### config.mk
export PLATFORM = sky130hd
export DESIGN_NAME = tcl_timer_ctrl_load
export DESIGN_NICKNAME = d
export VERILOG_FILES = /design/src/hdl/tcl_pkg.sv /design/src/hdl/tcl_opdec.sv /design/src/hdl/tcl_timer_ctrl_load.sv
export VERILOG_INCLUDE_DIRS = /design/src /design/src/hdl
export SDC_FILE = /design/constraint.sdc
export NUM_CORES = 1
export LEC_CHECK = 0
export BUFFER_PORTS_ARGS = -buffer_cell sky130_fd_sc_hd__buf_4
export CAP_MARGIN = 20
export CORE_MARGIN = 4
export CORE_UTILIZATION = 35
export CTS_CLUSTER_SIZE = 28
export DETAILED_ROUTE_END_ITERATION = 6
export HOLD_SLACK_MARGIN = 0.05
export MAX_ROUTING_LAYER = met4
export SYNTH_ARGS = -nofsm -noshare
export SYNTH_HDL_FRONTEND = slang
export SYNTH_SLANG_ARGS = --single-unit
### constraint.sdc
create_clock -name clk -period 4.1 [get_ports clk]
set_input_delay 0.615 -clock clk [delete_from_list [all_inputs] [get_ports clk]]
set_output_delay 0.615 -clock clk [all_outputs]
set_load 0.02 [all_outputs]
### src/hdl/tcl_consts.svh
// What this block does
// - opcode 20e loads accumulator into register one
// - opcode 20f loads accumulator into register two
// - opcode 210 loads accumulator into register three
// - opcode 211 loads accumulator into register four
// - opcode 212 loads accumulator into register five
// - opcode 213 loads accumulator into register six
// - one word, one cycle, carry kept, no skip
//
// Purpose: offsets, field positions, reset values and opcodes of the timer control load decoder
// Assumes: included by bare name from the package and the modules
// Notes: definitions only
`ifndef TCL_CONSTS_SVH
`define TCL_CONSTS_SVH

// ==========================================================
// opcodes
`define TCL_OP_LOAD_ONE 10'h20e
`define TCL_OP_LOAD_TWO 10'h20f
`define TCL_OP_LOAD_THREE 10'h210
`define TCL_OP_LOAD_FOUR 10'h211
`define TCL_OP_LOAD_FIVE 10'h212
`define TCL_OP_LOAD_SIX 10'h213
`define TCL_NUM_REGS 6

// ==========================================================
// register offsets
`define TCL_OFF_CTRL 12'h000
`define TCL_OFF_STATUS 12'h004
`define TCL_OFF_VALUES 12'h008
`define TCL_OFF_OPCODE 12'h00c
`define TCL_OFF_SWLOAD 12'h010

// ==========================================================
// field positions
`define TCL_CTRL_ENABLE_BIT 0
`define TCL_CTRL_CLRCNT_BIT 1
`define TCL_STAT_IDX_LSB 0
`define TCL_STAT_CNT_LSB 8
`define TCL_SW_IDX_LSB 0
`define TCL_SW_VAL_LSB 4

// ==========================================================
// reset values
`define TCL_CTRL_ENABLE_RESET 1'b1
`define TCL_TMR_RESET 4'h0
`define TCL_IDX_NONE 3'h0

`endif

### src/hdl/tcl_pkg.sv
// Purpose: shared types of the timer control load decoder
// Assumes: tcl_consts.svh supplies the numbers
// Notes: types only
`include "tcl_consts.svh"

package tcl_pkg;

    // ==========================================================
    // carriers
    typedef logic [3:0] tcl_nibble_t;
    typedef tcl_nibble_t [`TCL_NUM_REGS-1:0] tcl_timer_bank_t;

    typedef struct packed {
        logic valid;
        logic [9:0] opcode;
        tcl_nibble_t acc;
        logic carry;
    } tcl_fetch_s;

    typedef struct packed {
        logic carry;
        logic carry_we;
        logic acc_we;
        logic skip_next;
    } tcl_core_s;

    // ==========================================================
    // module state
    typedef struct packed {
        logic enable;
        tcl_timer_bank_t timer_ctrl;
        logic [`TCL_NUM_REGS-1:0] load_strobe;
        logic [2:0] last_idx;
        logic [9:0] last_opcode;
        logic [15:0] load_count;
        logic [31:0] prdata;
        logic pslverr;
        tcl_core_s core;
    } tcl_state_s;

endpackage : tcl_pkg

### src/hdl/tcl_opdec.sv
// Purpose: combinational match of the six timer control load opcodes
// Assumes: opcode is stable for the whole machine cycle
// Notes: one-hot result plus a 1-based index
`timescale 1ns/100ps
`include "tcl_consts.svh"

module tcl_opdec (
    // fetched word
    input wire logic valid,
    input wire logic [9:0] opcode,
    // result
    output logic [`TCL_NUM_REGS-1:0] hit,
    output logic [2:0] idx
);
    import tcl_pkg::*;

    localparam logic [9:0] OPS [`TCL_NUM_REGS] = '{
        `TCL_OP_LOAD_ONE,
        `TCL_OP_LOAD_TWO,
        `TCL_OP_LOAD_THREE,
        `TCL_OP_LOAD_FOUR,
        `TCL_OP_LOAD_FIVE,
        `TCL_OP_LOAD_SIX
    };

    // ==========================================================
    // matchers
    genvar gi;
    generate
        for (gi = 0; gi < `TCL_NUM_REGS; gi++) begin : g_match
            assign hit[gi] = valid && (opcode == OPS[gi]);
        end
    endgenerate

    always_comb begin
        idx = `TCL_IDX_NONE;
        for (int i = 0; i < `TCL_NUM_REGS; i++) begin
            if (hit[i]) begin
                idx = 3'(i + 1);
            end
        end
    end

endmodule : tcl_opdec

### src/hdl/tcl_timer_ctrl_load.sv
// Purpose: decode of the accumulator-to-timer-control transfers, with an APB view
// Assumes: fetch carrier is on clk and holds one word per machine cycle
// Notes: zero wait state APB slave; decoded loads win over software loads
//
// Local design decisions: the address map and the APB register port.
`timescale 1ns/100ps
`include "tcl_consts.svh"

module tcl_timer_ctrl_load (
    // clock and reset
    input wire logic clk,
    input wire logic reset_n,
    // instruction fetch side
    input wire tcl_pkg::tcl_fetch_s fetch,
    // core side effects
    output tcl_pkg::tcl_core_s core,
    // timer peripheral side
    output tcl_pkg::tcl_timer_bank_t timer_ctrl,
    output logic [`TCL_NUM_REGS-1:0] load_strobe,
    // apb slave
    input wire logic psel,
    input wire logic penable,
    input wire logic pwrite,
    input wire logic [11:0] paddr,
    input wire logic [31:0] pwdata,
    input wire logic [3:0] pstrb,
    output logic [31:0] prdata,
    output logic pready,
    output logic pslverr
);
    import tcl_pkg::*;

    // ==========================================================
    // address decode
    function automatic logic addr_known(input logic [11:0] a);
        case (a)
            `TCL_OFF_CTRL,
            `TCL_OFF_STATUS,
            `TCL_OFF_VALUES,
            `TCL_OFF_OPCODE,
            `TCL_OFF_SWLOAD: addr_known = 1'b1;
            default: addr_known = 1'b0;
        endcase
    endfunction : addr_known

    function automatic logic addr_writable(input logic [11:0] a);
        case (a)
            `TCL_OFF_CTRL,
            `TCL_OFF_SWLOAD: addr_writable = 1'b1;
            default: addr_writable = 1'b0;
        endcase
    endfunction : addr_writable

    // ==========================================================
    // opcode match
    logic [`TCL_NUM_REGS-1:0] op_hit;
    logic [2:0] op_idx;

    tcl_opdec i_tcl_opdec (
        .valid(fetch.valid),
        .opcode(fetch.opcode),
        .hit(op_hit),
        .idx(op_idx)
    );

    // ==========================================================
    // state
    tcl_state_s s_reg;
    tcl_state_s s_next;

    logic setup_phase;
    logic access_phase;
    logic wr_take;
    logic [`TCL_NUM_REGS-1:0] dec_load;
    logic [`TCL_NUM_REGS-1:0] sw_load;
    logic [2:0] sw_idx;
    tcl_nibble_t sw_val;
    logic any_dec;
    logic clr_count;
    logic [31:0] rd_word;

    assign setup_phase = psel && !penable;
    assign access_phase = psel && penable;
    // writes land on the access edge, as the bus requires
    assign wr_take = access_phase && pwrite && addr_writable(paddr);
    assign sw_idx = pwdata[`TCL_SW_IDX_LSB +: 3];
    assign sw_val = pwdata[`TCL_SW_VAL_LSB +: 4];
    assign any_dec = |dec_load;

    // decoding is gated by the enable bit; a disabled decoder leaves the bank alone
    always_comb begin
        for (int i = 0; i < `TCL_NUM_REGS; i++) begin
            dec_load[i] = s_reg.enable && op_hit[i];
        end
    end

    // software load of one register, only bytes 0 lanes carry index and value
    always_comb begin
        for (int i = 0; i < `TCL_NUM_REGS; i++) begin
            sw_load[i] = wr_take && (paddr == `TCL_OFF_SWLOAD) && pstrb[0] && (sw_idx == 3'(i + 1));
        end
    end

    assign clr_count = wr_take && (paddr == `TCL_OFF_CTRL) && pstrb[0] && pwdata[`TCL_CTRL_CLRCNT_BIT];

    // ==========================================================
    // read mux, sampled in the setup cycle so prdata is a flop in the access cycle
    always_comb begin
        rd_word = 32'h0000_0000;
        case (paddr)
            `TCL_OFF_CTRL: begin
                rd_word[`TCL_CTRL_ENABLE_BIT] = s_reg.enable;
            end
            `TCL_OFF_STATUS: begin
                rd_word[`TCL_STAT_IDX_LSB +: 3] = s_reg.last_idx;
                rd_word[`TCL_STAT_CNT_LSB +: 16] = s_reg.load_count;
            end
            `TCL_OFF_VALUES: begin
                rd_word[23:0] = s_reg.timer_ctrl;
            end
            `TCL_OFF_OPCODE: begin
                rd_word[9:0] = s_reg.last_opcode;
            end
            default: begin
                rd_word = 32'h0000_0000;
            end
        endcase
    end

    // ==========================================================
    // next state
    always_comb begin
        s_next = s_reg;
        s_next.load_strobe = '0;

        // every opcode here is one word, one cycle: no skip, carry passed, carry not written
        s_next.core.carry = fetch.carry;
        s_next.core.carry_we = 1'b0;
        s_next.core.skip_next = 1'b0;
        // the accumulator is only a source here
        s_next.core.acc_we = 1'b0;

        // control register
        if (wr_take && (paddr == `TCL_OFF_CTRL) && pstrb[0]) begin
            s_next.enable = pwdata[`TCL_CTRL_ENABLE_BIT];
        end

        // software loads first so a same-cycle decoded load overrides them
        for (int i = 0; i < `TCL_NUM_REGS; i++) begin
            if (sw_load[i]) begin
                s_next.timer_ctrl[i] = sw_val;
                s_next.load_strobe[i] = 1'b1;
            end
        end

        // decoded transfers, whole nibble in the same cycle, other registers untouched
        if (dec_load[0]) begin
            s_next.timer_ctrl[0] = fetch.acc;
        end
        if (dec_load[1]) begin
            s_next.timer_ctrl[1] = fetch.acc;
        end
        if (dec_load[2]) begin
            s_next.timer_ctrl[2] = fetch.acc;
        end
        if (dec_load[3]) begin
            s_next.timer_ctrl[3] = fetch.acc;
        end
        if (dec_load[4]) begin
            s_next.timer_ctrl[4] = fetch.acc;
        end
        if (dec_load[5]) begin
            s_next.timer_ctrl[5] = fetch.acc;
        end
        if (any_dec) begin
            s_next.load_strobe = s_next.load_strobe | dec_load;
            s_next.last_idx = op_idx;
            s_next.last_opcode = fetch.opcode;
        end

        // counter: a load in the clearing cycle still counts
        if (clr_count) begin
            s_next.load_count = any_dec ? 16'h0001 : 16'h0000;
        end else if (any_dec) begin
            s_next.load_count = s_reg.load_count + 16'h0001;
        end

        // bus answer
        if (setup_phase) begin
            s_next.prdata = pwrite ? 32'h0000_0000 : rd_word;
            s_next.pslverr = !addr_known(paddr) || (pwrite && !addr_writable(paddr));
        end else if (!psel) begin
            s_next.prdata = 32'h0000_0000;
            s_next.pslverr = 1'b0;
        end
    end

    // ==========================================================
    // registers
    always_ff @(posedge clk or negedge reset_n) begin
        if (!reset_n) begin
            s_reg.enable <= `TCL_CTRL_ENABLE_RESET;
            for (int i = 0; i < `TCL_NUM_REGS; i++) begin
                s_reg.timer_ctrl[i] <= `TCL_TMR_RESET;
            end
            s_reg.load_strobe <= '0;
            s_reg.last_idx <= `TCL_IDX_NONE;
            s_reg.last_opcode <= 10'h000;
            s_reg.load_count <= 16'h0000;
            s_reg.prdata <= 32'h0000_0000;
            s_reg.pslverr <= 1'b0;
            s_reg.core <= '0;
        end else begin
            s_reg <= s_next;
        end
    end

    // ==========================================================
    // outputs
    assign timer_ctrl = s_reg.timer_ctrl;
    assign load_strobe = s_reg.load_strobe;
    assign core = s_reg.core;
    assign prdata = s_reg.prdata;
    assign pready = 1'b1;
    assign pslverr = access_phase && s_reg.pslverr;

endmodule : tcl_timer_ctrl_load

==> impl_metrics.ini <==
[synthesis]
avgSynthCellArea_um2 = 9.802
yosysMostFrequentCell = dfrtp_1
synth.area.top_cells = dfrtp_1, buf_4, mux2i_1
yosysUniqueCellTypes = 60
ys.flop_type = dfrtp_1
syn_area_mm2 = 0.004793
synth_common_cells = dfrtp_1, buf_4, nand2_1
synth.top_cell.area_share_pct = 44.37
ys_seq_area_share_pct = 44.92
yosysTopAreaCell = dfrtp_1
synth_edf_count = 0
ys_ff_latch = 86
synthArstFlopShare_pct = 100.0
synth_warnings = 0
netlist_instances = 489

[cts]
cts_setup_buffers = 0
cts_buffers = 9
clk_latency_ns = 0.34
clkSlewWorstSetupHoldPaths_ns = 0.07
clk_path_buf_depth = 2
cts_hold_buf = 0
tritoncts = done
h-tree-depth = 3
clockRootBuffer = clkbuf_16
cts_resized = 0
clkSinkCount = 86

[detailed_routing]
drc_errors = 0
wl_um = 12330
detail_route.wl_per_cell_um = 17.46
drtAntennaViolNets = 0
drtPass1Iterations = 4
avgViaCountPerCell = 5.071
via_count = 3580
drt_first_iter_violations = 214

[global_routing]
antenna_found_initial = 0
grt_max_degree = 87
grt_pass1_wl_um = 19870
grt-ovfl-total = 0
grt_pass1_vias = 3624
gr-usage-all-layers_pct = 16.18

[placed_design]
port_buffers = 96
place_congestion = 0.8574
hpwl_um = 9431
place_inst = 688
place_area_mm2 = 0.005202

[timing]
tns_ns = 0
fmax_mhz = 421.1
rsz0062_at_grt = no
finalHoldViolations = 0
skew_ns = 0.008368
finalCriticalPeriod_ns = 2.375
min_period_over_period_pct = 57.92
slew_violations = 0
relSlewSlack_pct = 57.83
tightest_slew_ns = 0.6321
final-setup-viol-count = 0

[cells_and_area]
diodes = 0
syn2layout_area_growth_pct = 15.66
largest_reg_flops = 31
layout-drive-gt1-share_pct = 26.23
fin_area_mm2 = 0.005544
fill_cells = 1318
fin_nets = 595
final_cells = 706

[floorplan]
die_h_um = 125.0
die_area_mm2 = 0.01563
die_w_um = 125.0
start_util_pct = 35.91
core_area_mm2 = 0.01335
num_io_pins = 137
row_count = 42

[setup_path]
critical_path.n_buffers_inverters = 1
arrival_ns = 2.59
worstPathCellList = buf_4 -> nor4_4 -> and3_1 -> and4b_1 -> nor2b_1 -> xnor2_1
cp_top_family = simple AND/OR/NAND/NOR gates
cp_max_fo = 16
worst-setup-path-type = input port to flip-flop
critPathLaunchType = input port
critPathMaxStageDelay_ns = 0.68
slowest_stage = and4b_1
crit_required_ns = 4.31
cp-end-kind = flip-flop

[power]
power_mw = 1.812
max-vdd-ir-drop_mv = 0.1842
leakage_nw = 2.737
powerDensity_mw_per_mm2 = 326.8

[flow_run]
cap_violations = 0

[outcome]
status = completed

[hold_path]
hold_class = input port to asynchronous set/reset pin
[cell type report]
| cell class | count | area, µm² | share of cell area (%) |
|---|---|---|---|
| multi-input cells | 325 | 2078 | 37.49 |
| inverters | 2 | 7.507 | 0.1354 |
| flip-flops and latches | 86 | 2153 | 38.84 |
| repair buffers | 101 | 778.2 | 14.04 |
| clock buffers | 10 | 239.0 | 4.311 |
| well taps | 176 | 220.2 | 3.972 |
| clock inverters | 6 | 67.56 | 1.219 |
[cells in the final DEF, fill, tap and decap left out, types with 2 or more instances in the layout]
master	n
nor4_4	4
a32o_1	2
mux2i_1	28
nor3_1	3
or3_1	5
dfrtp_1	85
buf_4	100
mux2_2	3
nand3_1	10
nor2_1	43
o31ai_1	2
nand4_2	3
nor2b_1	6
xnor2_1	2
clkbuf_16	9
and3_1	6
inv_1	2
o41ai_1	2
conb_1	12
o21ai_1	15
xor2_1	8
inv_6	2
nand2_1	57
o21ai_0	16
nor3b_1	2
a41oi_1	2
and4b_1	3
a22oi_1	16
a21oi_1	30
nand2b_1	2
and2_1	8
clkinvlp_4	2
nand4_1	10
[logic make-up (layout without fill, tap and decap cells)]
family | count (synthesis) | after routing | synth area share, %
adder cells (fa/ha/maj) | 1 | 1 | 0.2610
multiplexers | 32 | 32 | 7.100
buffers and inverters | 88 | 119 | 12.50
flip-flops | 86 | 86 | 44.92
AND/OR/NAND/NOR | 177 | 177 | 21.17
AO/OA/AOI/OAI | 93 | 93 | 12.06
other | 2 | 12 | 0.1567
XOR/XNOR | 10 | 10 | 1.827
[stage by stage]
step	worst slack [ns]	util (%)	hold WS, ns
2_1_floorplan	2.090	-	0.3194
3_3_place_gp	1.465	38.98	0.4443
3_5_place_dp	1.387	38.98	0.4528
4_1_cts	1.733	41.27	0.3719
5_1_grt	1.607	41.54	0.1297
6_report	1.725	41.54	0.1281
[power by group]
part | switching, mW | internal, mW | total [mW]
registers | 0.000454 | 0.850 | 0.850
logic | 0.0815 | 0.0432 | 0.125
clock network | 0.345 | 0.492 | 0.837
[routing by layer]
metal	track usage [%]	wire length, µm
met1	21.15	5511
met2	25.62	5971
met3	2.985	629
met4	5.166	213
met5	-	0
[final timing paths]
path	from	to	slack, ns	cells past startpoint
max	paddr[9]	s_reg[37]	1.73	6
min	reset_n	s_reg[58]	0.13	1
max reg2reg	s_reg[96]	s_reg[49]	2.12	5
min reg2reg	s_reg[62]	s_reg[62]	0.47	1
max in group asynchronous	reset_n	s_reg[96]	3.33	2
min in group clk	fetch[0]	core[3]	0.38	1
No activity file was read; power rests on OpenSTA's default activity.
